## src/hw/pie_regs.svh

```systemverilog
`ifndef PIE_REGS_SVH
`define PIE_REGS_SVH

// Global register byte offsets.
`define PIE_OFS_IRQ_STAT    12'h000
`define PIE_OFS_IRQ_EN      12'h004
`define PIE_OFS_IRQ_CLR     12'h008
`define PIE_OFS_LINE        12'h00C

// Per-port register block: base, stride and offsets inside the block.
`define PIE_OFS_PORT_BASE   12'h010
`define PIE_PORT_STRIDE_SH  4
`define PIE_POFS_LEVEL      2'h0
`define PIE_POFS_RISE_EN    2'h1
`define PIE_POFS_FALL_EN    2'h2
`define PIE_POFS_FLAGS      2'h3

// Field positions inside the event, flag and line words.
`define PIE_EVT_GRP0_BIT    6
`define PIE_EVT_GRP1_BIT    7
`define PIE_FLAG_RISE_LSB   0
`define PIE_FLAG_FALL_LSB   8
`define PIE_LINE_LVL_BIT    0

// Reset values.
`define PIE_RST_EN          8'h00
`define PIE_RST_IRQ_EN      8'h00

// Timing.
`define PIE_CLK_MHZ         100
`define PIE_INT_LAT_MAX_US  50
`define PIE_INT_LAT_MAX_CYC (`PIE_INT_LAT_MAX_US * `PIE_CLK_MHZ)
`define PIE_PRIME_CYC       3

`endif

```

## src/hw/pie_pkg.sv

```systemverilog
package pie_pkg;

    typedef logic [5:0]  pie_pins_type;
    typedef logic [7:0]  pie_evt_type;
    typedef logic [15:0] pie_flag_type;

endpackage

```

## src/hw/pie_sync_edge.sv

```systemverilog
`timescale 1ns/100ps
`include "pie_regs.svh"

module pie_sync_edge
    import pie_pkg::*;
#(
    parameter int W = 6
) (
    input  wire logic         pclk,
    input  wire logic         presetn,
    input  wire logic [W-1:0] din,
    output logic      [W-1:0] lvl,
    output logic      [W-1:0] rise,
    output logic      [W-1:0] fall
);

    logic [W-1:0]                meta_ff;
    logic [W-1:0]                sync_ff;
    logic [W-1:0]                prev_ff;
    logic [`PIE_PRIME_CYC-1:0]   prime_ff;
    wire                         primed;

    // The first stage feeds only the second one.
    always_ff @(posedge pclk or negedge presetn) begin
        if (!presetn) begin
            meta_ff  <= '0;
            sync_ff  <= '0;
            prev_ff  <= '0;
            prime_ff <= '0;
        end else begin
            meta_ff  <= din;
            sync_ff  <= meta_ff;
            prev_ff  <= sync_ff;
            prime_ff <= {prime_ff[`PIE_PRIME_CYC-2:0], 1'b1};
        end
    end

    // Edges are held off until the delay line carries real samples, so a
    // pin that is already high at reset release does not look like a rise.
    assign primed = prime_ff[`PIE_PRIME_CYC-1];
    assign lvl    = sync_ff;
    assign rise   = primed ? (sync_ff & ~prev_ff) : '0;
    assign fall   = primed ? (~sync_ff & prev_ff) : '0;

endmodule

```

## src/hw/pie_flag_cell.sv

```systemverilog
`timescale 1ns/100ps
`include "pie_regs.svh"

module pie_flag_cell
    import pie_pkg::*;
(
    input  wire logic         pclk,
    input  wire logic         presetn,
    input  wire pie_pins_type rise,
    input  wire pie_pins_type fall,
    input  wire pie_evt_type  rise_en,
    input  wire pie_evt_type  fall_en,
    input  wire pie_flag_type clr_mask,
    output pie_flag_type      flags,
    output logic              new_evt
);

    pie_evt_type  rise_evt;
    pie_evt_type  fall_evt;
    pie_flag_type set_vec;
    pie_flag_type flags_ff;

    // Six single-pin events plus one combined event per group of three.
    assign rise_evt = {|rise[5:3], |rise[2:0], rise} & rise_en;
    assign fall_evt = {|fall[5:3], |fall[2:0], fall} & fall_en;
    assign set_vec  = {fall_evt, rise_evt};

    always_ff @(posedge pclk or negedge presetn) begin
        if (!presetn) begin
            flags_ff <= '0;
        end else begin
            flags_ff <= (flags_ff & ~clr_mask) | set_vec;
        end
    end

    assign flags   = flags_ff;
    assign new_evt = |set_vec;

endmodule

```

## src/hw/pie_top.sv

```systemverilog
// The register addresses and register access over APB were chosen for this implementation.
`timescale 1ns/100ps
`include "pie_regs.svh"

// Behaviour
// Each port has six status inputs, two groups of three, watched by the block.
// The synchronised level of every status input of each port is readable over the bus.
// When enabled, a change on one or more watched inputs raises the host interrupt.
// Each event can be armed for falling edges, rising edges, or both.
// One flag register per port records which inputs and which directions fired.
// The host interrupt pin is pulled low while an enabled interrupt event is pending.
// The interrupt pin only pulls low and is otherwise released, so devices can share it.
// Each edge type can be armed for a single input or for any input of a group of three.
// The interrupt pin asserts within 50 us of a watched input changing.
// The host reads the per-port summary, then the flags, until the shared line releases.
// Inputs are synchronised before edge detection so each transition flags exactly once.
// Flags and the interrupt stay set until the host clears them; reading the flags clears them.

module pie_top
    import pie_pkg::*;
#(
    parameter int NUM_PORTS       = 2,
    parameter int ADDR_W          = 12,
    parameter int INT_LAT_MAX_CYC = `PIE_INT_LAT_MAX_CYC
) (
    input  wire logic                 pclk,
    input  wire logic                 presetn,
    input  wire logic [ADDR_W-1:0]    paddr,
    input  wire logic                 psel,
    input  wire logic                 penable,
    input  wire logic                 pwrite,
    input  wire logic [31:0]          pwdata,
    input  wire logic [3:0]           pstrb,
    output logic      [31:0]          prdata,
    output logic                      pready,
    output logic                      pslverr,
    input  wire logic [NUM_PORTS-1:0] grp0_input_a,
    input  wire logic [NUM_PORTS-1:0] grp0_input_b,
    input  wire logic [NUM_PORTS-1:0] grp0_input_c,
    input  wire logic [NUM_PORTS-1:0] grp1_input_a,
    input  wire logic [NUM_PORTS-1:0] grp1_input_b,
    input  wire logic [NUM_PORTS-1:0] grp1_input_c,
    input  wire logic                 host_int_n_in,
    output logic                      host_int_n_out,
    output logic                      host_int_n_oe_n,
    output logic                      irq
);

    localparam int PIDX_W = (NUM_PORTS > 1) ? $clog2(NUM_PORTS) : 1;
    localparam int PREL_W = ADDR_W - `PIE_PORT_STRIDE_SH;

    ////////////////////////////////////////////////////////////////////////////
    // Bus phase decode.

    logic [31:0]             prdata_ff;
    logic                    pready_ff;
    logic                    pslverr_ff;
    logic [31:0]             nxt_prdata;
    logic                    nxt_pslverr;

    wire                     acc_setup;
    wire                     acc_done;
    wire                     wr_done;
    wire                     rd_done;
    wire  [31:0]             wmask;

    // No wait states: the answer is prepared in the setup cycle and the
    // access phase completes on its first edge.
    assign acc_setup = psel & ~penable;
    assign acc_done  = psel & penable & pready_ff;
    assign wr_done   = acc_done & pwrite;
    assign rd_done   = acc_done & ~pwrite;
    assign wmask     = {{8{pstrb[3]}}, {8{pstrb[2]}}, {8{pstrb[1]}}, {8{pstrb[0]}}};

    ////////////////////////////////////////////////////////////////////////////
    // Address decode.

    wire                     aligned;
    wire                     hit_stat;
    wire                     hit_en;
    wire                     hit_clr;
    wire                     hit_line;
    wire  [ADDR_W-1:0]       port_rel;
    wire  [PREL_W-1:0]       port_idx_w;
    wire  [PIDX_W-1:0]       port_idx;
    wire  [1:0]              port_reg;
    wire                     hit_port;
    wire                     hit_any;

    assign aligned    = (paddr[1:0] == 2'h0);
    assign hit_stat   = (paddr == `PIE_OFS_IRQ_STAT);
    assign hit_en     = (paddr == `PIE_OFS_IRQ_EN);
    assign hit_clr    = (paddr == `PIE_OFS_IRQ_CLR);
    assign hit_line   = (paddr == `PIE_OFS_LINE);
    assign port_rel   = paddr - ADDR_W'(`PIE_OFS_PORT_BASE);
    assign port_idx_w = port_rel[ADDR_W-1:`PIE_PORT_STRIDE_SH];
    assign port_idx   = port_idx_w[PIDX_W-1:0];
    assign port_reg   = port_rel[3:2];
    assign hit_port   = aligned && (paddr >= ADDR_W'(`PIE_OFS_PORT_BASE))
                        && (port_idx_w < PREL_W'(NUM_PORTS));
    assign hit_any    = hit_stat | hit_en | hit_clr | hit_line | hit_port;

    ////////////////////////////////////////////////////////////////////////////
    // Per-port input path, configuration and flags.

    pie_pins_type            lvl_w     [NUM_PORTS];
    pie_evt_type             rise_en_ff[NUM_PORTS];
    pie_evt_type             fall_en_ff[NUM_PORTS];
    pie_flag_type            flags_w   [NUM_PORTS];
    logic [NUM_PORTS-1:0]    evt_vec;

    genvar p;
    generate
        for (p = 0; p < NUM_PORTS; p++) begin : g_port
            pie_pins_type pins;
            pie_pins_type rise_w;
            pie_pins_type fall_w;
            pie_flag_type clr_mask;
            wire          sel_p;
            wire          wr_rise;
            wire          wr_fall;

            // Group 0 in bits 2:0, group 1 in bits 5:3.
            assign pins = {grp1_input_c[p], grp1_input_b[p], grp1_input_a[p],
                           grp0_input_c[p], grp0_input_b[p], grp0_input_a[p]};

            pie_sync_edge #(
                .W       (6)
            ) u_sync (
                .pclk    (pclk),
                .presetn (presetn),
                .din     (pins),
                .lvl     (lvl_w[p]),
                .rise    (rise_w),
                .fall    (fall_w)
            );

            assign sel_p   = hit_port && (port_idx_w == PREL_W'(p));
            assign wr_rise = wr_done && sel_p && (port_reg == `PIE_POFS_RISE_EN) && pstrb[0];
            assign wr_fall = wr_done && sel_p && (port_reg == `PIE_POFS_FALL_EN) && pstrb[0];

            // Only the bits that went out with the read are cleared, so a flag
            // that rises between the capture and the end of the read survives.
            assign clr_mask = (rd_done && sel_p && (port_reg == `PIE_POFS_FLAGS))
                              ? prdata_ff[15:0] : '0;

            always_ff @(posedge pclk or negedge presetn) begin
                if (!presetn) begin
                    rise_en_ff[p] <= `PIE_RST_EN;
                    fall_en_ff[p] <= `PIE_RST_EN;
                end else begin
                    if (wr_rise) begin
                        rise_en_ff[p] <= pwdata[7:0];
                    end
                    if (wr_fall) begin
                        fall_en_ff[p] <= pwdata[7:0];
                    end
                end
            end

            pie_flag_cell u_flags (
                .pclk     (pclk),
                .presetn  (presetn),
                .rise     (rise_w),
                .fall     (fall_w),
                .rise_en  (rise_en_ff[p]),
                .fall_en  (fall_en_ff[p]),
                .clr_mask (clr_mask),
                .flags    (flags_w[p]),
                .new_evt  (evt_vec[p])
            );
        end
    endgenerate

    ////////////////////////////////////////////////////////////////////////////
    // Aggregated per-port status, enable and interrupt pin.

    logic [NUM_PORTS-1:0]    stat_ff;
    logic [NUM_PORTS-1:0]    irq_en_ff;
    logic                    irq_ff;
    logic                    int_oe_n_ff;
    logic                    int_out_ff;
    logic                    line_ff;
    wire  [NUM_PORTS-1:0]    stat_clr;
    wire  [NUM_PORTS-1:0]    en_wmask;
    wire                     nxt_irq;

    assign stat_clr = (wr_done && hit_clr) ? (pwdata[NUM_PORTS-1:0] & wmask[NUM_PORTS-1:0])
                                           : '0;
    assign en_wmask = (wr_done && hit_en) ? wmask[NUM_PORTS-1:0] : '0;
    assign nxt_irq  = |(stat_ff & irq_en_ff);

    always_ff @(posedge pclk or negedge presetn) begin
        if (!presetn) begin
            stat_ff     <= '0;
            irq_en_ff   <= NUM_PORTS'(`PIE_RST_IRQ_EN);
            irq_ff      <= 1'b0;
            int_oe_n_ff <= 1'b1;
            int_out_ff  <= 1'b0;
            line_ff     <= 1'b1;
        end else begin
            // A new event in the clearing cycle keeps its bit set.
            stat_ff     <= (stat_ff & ~stat_clr) | evt_vec;
            irq_en_ff   <= (irq_en_ff & ~en_wmask) | (pwdata[NUM_PORTS-1:0] & en_wmask);
            irq_ff      <= nxt_irq;
            int_oe_n_ff <= ~nxt_irq;
            int_out_ff  <= 1'b0;
            line_ff     <= host_int_n_in;
        end
    end

    ////////////////////////////////////////////////////////////////////////////
    // Read data and response.

    wire  [31:0]             rd_port;
    wire  [31:0]             rd_glob;

    assign rd_port = (port_reg == `PIE_POFS_LEVEL)   ? {26'h0, lvl_w[port_idx]} :
                     (port_reg == `PIE_POFS_RISE_EN) ? {24'h0, rise_en_ff[port_idx]} :
                     (port_reg == `PIE_POFS_FALL_EN) ? {24'h0, fall_en_ff[port_idx]} :
                                                       {16'h0, flags_w[port_idx]};
    assign rd_glob = hit_stat ? 32'(stat_ff) :
                     hit_en   ? 32'(irq_en_ff) :
                     hit_line ? 32'(line_ff) :
                                32'h0000_0000;

    always_comb begin
        nxt_prdata  = prdata_ff;
        nxt_pslverr = pslverr_ff;
        if (acc_setup) begin
            nxt_pslverr = ~hit_any;
            if (pwrite || !hit_any) begin
                nxt_prdata = 32'h0000_0000;
            end else if (hit_port) begin
                nxt_prdata = rd_port;
            end else begin
                nxt_prdata = rd_glob;
            end
        end
    end

    always_ff @(posedge pclk or negedge presetn) begin
        if (!presetn) begin
            prdata_ff  <= 32'h0000_0000;
            pready_ff  <= 1'b0;
            pslverr_ff <= 1'b0;
        end else begin
            prdata_ff  <= nxt_prdata;
            pready_ff  <= acc_setup;
            pslverr_ff <= nxt_pslverr;
        end
    end

    assign prdata          = prdata_ff;
    assign pready          = pready_ff;
    assign pslverr         = pslverr_ff;
    assign irq             = irq_ff;
    assign host_int_n_oe_n = int_oe_n_ff;
    assign host_int_n_out  = int_out_ff;

endmodule

```

## config.mk

```make
export PLATFORM = sky130hd
export DESIGN_NAME = pie_top
export DESIGN_NICKNAME = d
export VERILOG_FILES = /design/src/hw/pie_pkg.sv /design/src/hw/pie_sync_edge.sv /design/src/hw/pie_flag_cell.sv /design/src/hw/pie_top.sv
export VERILOG_INCLUDE_DIRS = /design/src /design/src/hw
export SDC_FILE = /design/constraint.sdc
export NUM_CORES = 1
export LEC_CHECK = 0
export BUFFER_PORTS_ARGS = -buffer_cell sky130_fd_sc_hd__buf_2
export CAP_MARGIN = 20
export CORE_MARGIN = 5
export CORE_UTILIZATION = 39
export CTS_CLUSTER_DIAMETER = 150
export CTS_CLUSTER_SIZE = 10
export DETAILED_ROUTE_END_ITERATION = 8
export PLACE_DENSITY = 0.62
export SYNTH_ARGS = -nofsm -noshare
export SYNTH_HDL_FRONTEND = slang
export SYNTH_SLANG_ARGS = --single-unit
```

## constraint.sdc

```tcl
create_clock -name pclk -period 3.13 [get_ports pclk]
set_input_delay 0.4695 -clock pclk [delete_from_list [all_inputs] [get_ports pclk]]
set_output_delay 0.4695 -clock pclk [all_outputs]
set_load 0.05 [all_outputs]
```

* After elaboration in Yosys (flattened, before gate mapping)
Cells that the tools add are included.
Storage, ports and cells: register bits after elaboration 147, input bits 66, output and inout bits 37, logic and storage cells 139
Cells by class: $add $sub $neg 1, $lt $le $gt $ge 3, eq/ne operators 7, mux-type cells 28, bitwise operators 41, reduce and logical (&&, ||, !) cells 37
Operators with widths (count):
- $mux 16 | 10
- $mux 8 | 6
- $mux 6 | 7
- $and 16x16->16 | 2
- $and 8x8->8 | 4
- $not 16->16 | 2
- $or 16x16->16 | 2
- $reduce_or 16->1 | 2
- $and 6x6->6 | 4
- $eq 12x4->1 const B | 2
- $not 6->6 | 4
- $reduce_or 3->1 | 8
- $logic_and 1x1->1 | 20
- $eq 12x3->1 const B | 1
- $ge 12x5->1 const B | 1
- $logic_not 12->1 | 1
- $sub 12x5->12 const B | 1
- $and 2x2->2 | 5
- $eq 8x1->1 const B | 1
- $logic_not 8->1 | 1
- $lt 8x2->1 const B | 1
- $mux 2 | 4
- $and 1x1->1 | 5
- $eq 2x2->1 const B | 2
- other kinds (12) | 21

* Longest topological paths before layout
depth after elaboration 10, depth in mapped cells 9, mapped depth without buffers 6

* By module
A second synthesis with hierarchy kept.
Unflattened totals: cell total of the unflattened synthesis 494, area total of the unflattened synthesis 6038.3 µm²
By module, submodules not included:
- pie_top | instances 1, cells an instance 284, area an instance 3425.8 µm², sequential area each 1428.9 µm²
- pie_flag_cell | instances 2, cells an instance 70, area an instance 658.1 µm², sequential area each 400.4 µm²
- pie_sync_edge | instances 2, cells an instance 35, area an instance 648.1 µm², sequential area each 525.5 µm²

* Least setup slack after synthesis
OpenSTA, ideal clock, no wires.
path kind input-to-reg, from input paddr[4], to register fall_en_ff[10] (netlist name), library setup time 125 ps, data arrival time 2781 ps, data required time 3005 ps, setup slack 224 ps, cell stages on the path 8, buffers on the path 2, path through buf_6 > clkbuf_1 > inv_1 > ha_1 > nor3b_2 > a31oi_4 > nor4_4 > mux2_2
Between the ends: word-level cells in the longest chain between the ends 7, elaborated cells between the ends (all ways) 10, those cells by class add/sub (1); order compare (2); reduce/logical (7)
RTL lines:
- start: declaration | RTL line pie_top.sv:28 | input wire logic [ADDR_W-1:0] paddr,
- $sub 12x5->12 or $ge 12x5->1 (tied branches) | RTL line pie_top.sv:95, pie_top.sv:99
- $lt 8x2->1 or $logic_and 1x1->1 (tied branches) | RTL line pie_top.sv:100, pie_top.sv:99
- $logic_and 1x1->1 | RTL line pie_top.sv:99 | assign hit_port = aligned && (paddr >= ADDR_W'(`PIE_OFS_PORT_BASE))
- $logic_and 1x1->1 (*) | RTL line pie_top.sv:138 | assign sel_p = hit_port && (port_idx_w == PREL_W'(p));
- $logic_and 1x1->1 (*) (3 in series) | RTL line pie_top.sv:140 | assign wr_fall = wr_done && sel_p && (port_reg == `PIE_POFS_FALL_EN) && pstrb[0];
- end signal: indexed assignment | RTL line pie_top.sv:150 | fall_en_ff[p] <= `PIE_RST_EN;
- end signal: indexed assignment | RTL line pie_top.sv:156 | fall_en_ff[p] <= pwdata[7:0];
- end: declaration | RTL line pie_top.sv:108 | pie_evt_type fall_en_ff[NUM_PORTS];
Every way passes the cells marked *; elsewhere a longest branch is shown, timed or not. A chain may end at the register's enable or synchronous reset.

* Final worst setup path
from input paddr[5], to register prdata_ff[4], in the netlist prdata[4]
Between the ends: word-level cells in the longest chain between the ends 8, elaborated cells between the ends (all ways) 17, those cells by class add/sub (1); order compare (2); eq/ne (3); mux (2); bitwise (4); reduce/logical (5)
RTL lines:
- branches (longest 7 deep; another with $sub 12x5->12)
- $mux 16 (*) | RTL line pie_top.sv:232 | if (pwrite || !hit_any) begin
- end signal: assignment | RTL line pie_top.sv:248 | prdata_ff <= nxt_prdata;
- end: declaration | RTL line pie_top.sv:55 | logic [31:0] prdata_ff;
Mark *: on every way between the ends.

==> flow_summary.toml <==
[outcome]
status = "complete, no violations"

[clocking]
cts.sinks = 128
cts_tree = "built"
clk_path_buf_depth = 2
cts.repair.resized = 0
clock_latency_ns = 0.42
cts-root-buf = "clkbuf_16"
cts_setup_buffers = 0
htreeDepth = 4
cts_buffers = 17
cts.hold.buffers_added = 0
clkTransAtPathRegs_ns = 0.05

[global_route]
grt_pass1_vias = 4166
grt_max_degree = 50
antenna_found_initial = 0
grt.total_usage = 0.1709
grt_first_pass_wirelength_mm = 23.40
grt-ovfl-total = 0

[logic_synthesis]
synthCells = 462
synth.avg_cell_area_um2 = 12.75
synth_top_area_cell = "dfrtp_1"
synth_ff_type = "dfrtp_1"
synth-seq-cells = 128
synth_common_cells = "dfrtp_1, a31oi_1, mux2_2"
synth-edff-count = 0
synthDistinctLibCells = 45
yosys-top-cells-area = "dfrtp_1, mux2_2, mux4_2"
seq_area_frac_synth = 0.5441
syn_area_mm2 = 0.005892
synth_top_area_frac = 0.5351
yosys_warnings = 0
async_reset_ff_frac = 1.000
yosys.cell_count.top_type = "dfrtp_1"

[timing]
finalCritPeriodShare = 0.7344
slew-limit-headroom = 0.3111
tightest_slew_ns = 1.033
setup_tns_ns = 0
period_needed_ns = 2.299
worst_slack_ns = 0.8312
hold_ws_ns = 0.07889
rsz0062_at_grt = "false"
maxSlewViolCount = 0
fmax_mhz = 435.0
finalClockSkew_ns = 0.006529
hold_viol_final = 0
finalSetupViolations = 0

[floorplan]
dieArea_mm2 = 0.01767
ios = 103
die-height_um = 132.9
die_x_um = 132.9
initial_core_util = 0.3919
placementRows = 45
core-area_mm2 = 0.01503

[layout]
layout-drive-gt1-share = 0.3009
antenna_cells = 0
layout.nets = 603
area_growth_syn_to_layout_pct = 16.71

[detailed_routing]
first_pass_iters = 4
drc = 0
first_iter_violations = 274
drtAntennaViolNets = 0
vias = 3982
wl_mm = 14.19
wire_per_inst_um = 19.36
vias_per_cell = 5.432

[setup_path]
required_ns = 3.46
cp-startpoint = "paddr[5]"
path_class = "in2reg"
cpPeakStageDelay_ns = 0.83
startpoint_type = "primary input"
crit_slowest_cell = "or4b_1"
worst-path-buf-inv = 2
cp.arrival_ns = 2.63
endpoint_kind = "register"
crit_fanout = 8
rr_startpoint = "g_port[0].u_sync.prime_ff[2]"
rrSetupSlack_ns = 1.23
cpLargestDelayFamily = "simple AND/OR/NAND/NOR gates"
cp_cell_sequence = "buf_2 > inv_1 > ha_1 > nor3b_2 > xor2_4 > or4b_1 > o21ai_1"

[place]
dpl_worst_slack_ns = 0.4177
port_buffers = 58
globalplace.congestion = 0.8736
hpwl_mm = 9.963

[power_and_ir_drop]
power_density_mw_per_mm2 = 533.7
p_sw_mw = 0.8563
power_frac_clock = 0.470
netSwitchingFraction = 0.2333
seq_power_share = 0.467
leakage_nw = 2.971
comb_power_share = 0.063
max-vdd-ir-drop_v = 0.0003670
intPower_mw = 2.814
p_total_mw = 3.670

[hold_path]
worstHoldPathType = "in2async"

[job]
maxCapViolations = 0
## flip-flops by register name, indices dropped and copies added (netlist names), 2 cells and up, named ones only
| signal | cells |
|---|---|
| g_port.u_sync.prev_ff | 12 |
| fall_en_ff | 16 |
| g_port.u_sync.prime_ff | 3 |
| rise_en_ff | 16 |
| prdata | 16 |
| stat_ff | 2 |
| g_port.u_flags.flags | 32 |
| g_port.u_sync.meta_ff | 12 |
| g_port.u_sync.lvl | 12 |
## routing by layer
layer,vias to the layer above,wire (um),track usage
met2,125,6726,0.2545
met5,-,0,0
met1,2011,6314,0.2392
li1,1815,-,-
met3,31,726,0.04259
met4,0,427,0.06986
## worst register-to-register path: stages, from the launching register on
cell and delay (ns):
dfrtp_1 0.76, nand4b_1 0.41, nand4_1 0.18, nor4_1 0.31, nand3_1 0.11
## cell usage in the layout (no fill, tap or decap), drive strengths merged, types with 2 or more instances in the layout
master	count
dfrtp	126
buf	69
a31oi	41
mux2	36
nand2b	26
nand4b	25
nor2b	25
nand2	23
clkbuf	23
conb	18
o21ai	18
mux2i	16
inv	14
mux4	14
nor2	12
nand4	8
nor4	8
nand3	7
clkinv	6
nor3	5
ha	3
nor3b	3
o31ai	2
a22oi	2
a32oi	2
dfstp	2
and3	2
## worst paths after layout
check | end | cells past startpoint
max | prdata[4] | 7
min | g_port[0].u_sync.meta_ff[4] | 1
max reg2reg | stat_ff[1] | 4
min reg2reg | g_port[0].u_sync.lvl[0] | 0
max in group asynchronous | prdata[6] | 2
min in group pclk | line_ff | 1
## power groups by stage
stage	combinational, mW	sequential [mW]	clock (mW)
floorplan	0.159	1.73	0
global placement	0.228	1.74	0
detailed placement	0.232	1.74	0
CTS	0.233	1.71	1.76
global route	0.252	1.72	1.85
finish	0.230	1.71	1.73
## layout make-up
class | count | area [um2]
Clock buffer | 23 | 478.0
Clock inverter | 7 | 37.54
Fill cell | 1374 | 8157
Inverter | 14 | 52.55
Multi-Input combinational cell | 304 | 2480
Sequential cell | 128 | 3206
Tap cell | 188 | 235.2
Timing Repair Buffer | 69 | 387.9
## per-stage QoR
step                        util  cell area, um2  cells
after floorplan                -            5952    478
final                     0.4574            6877    733
after detailed placement  0.4231            6361    703
after global placement    0.4231            6361    703
after CTS                 0.4574            6877    733
after global routing      0.4574            6877    733
## kinds of logic after synthesis
kind of cell | synth area share
other | 0.001275
xor gates and xnor gates | 0.004673
and+or+nand+nor | 0.1733
DFF | 0.5441
muxes | 0.1520
adders and majority gates | 0.006371
AOI/OAI and AO/OA | 0.07305
buffers and inverters | 0.04523
Note: power is estimated with default switching activity, not from simulation.
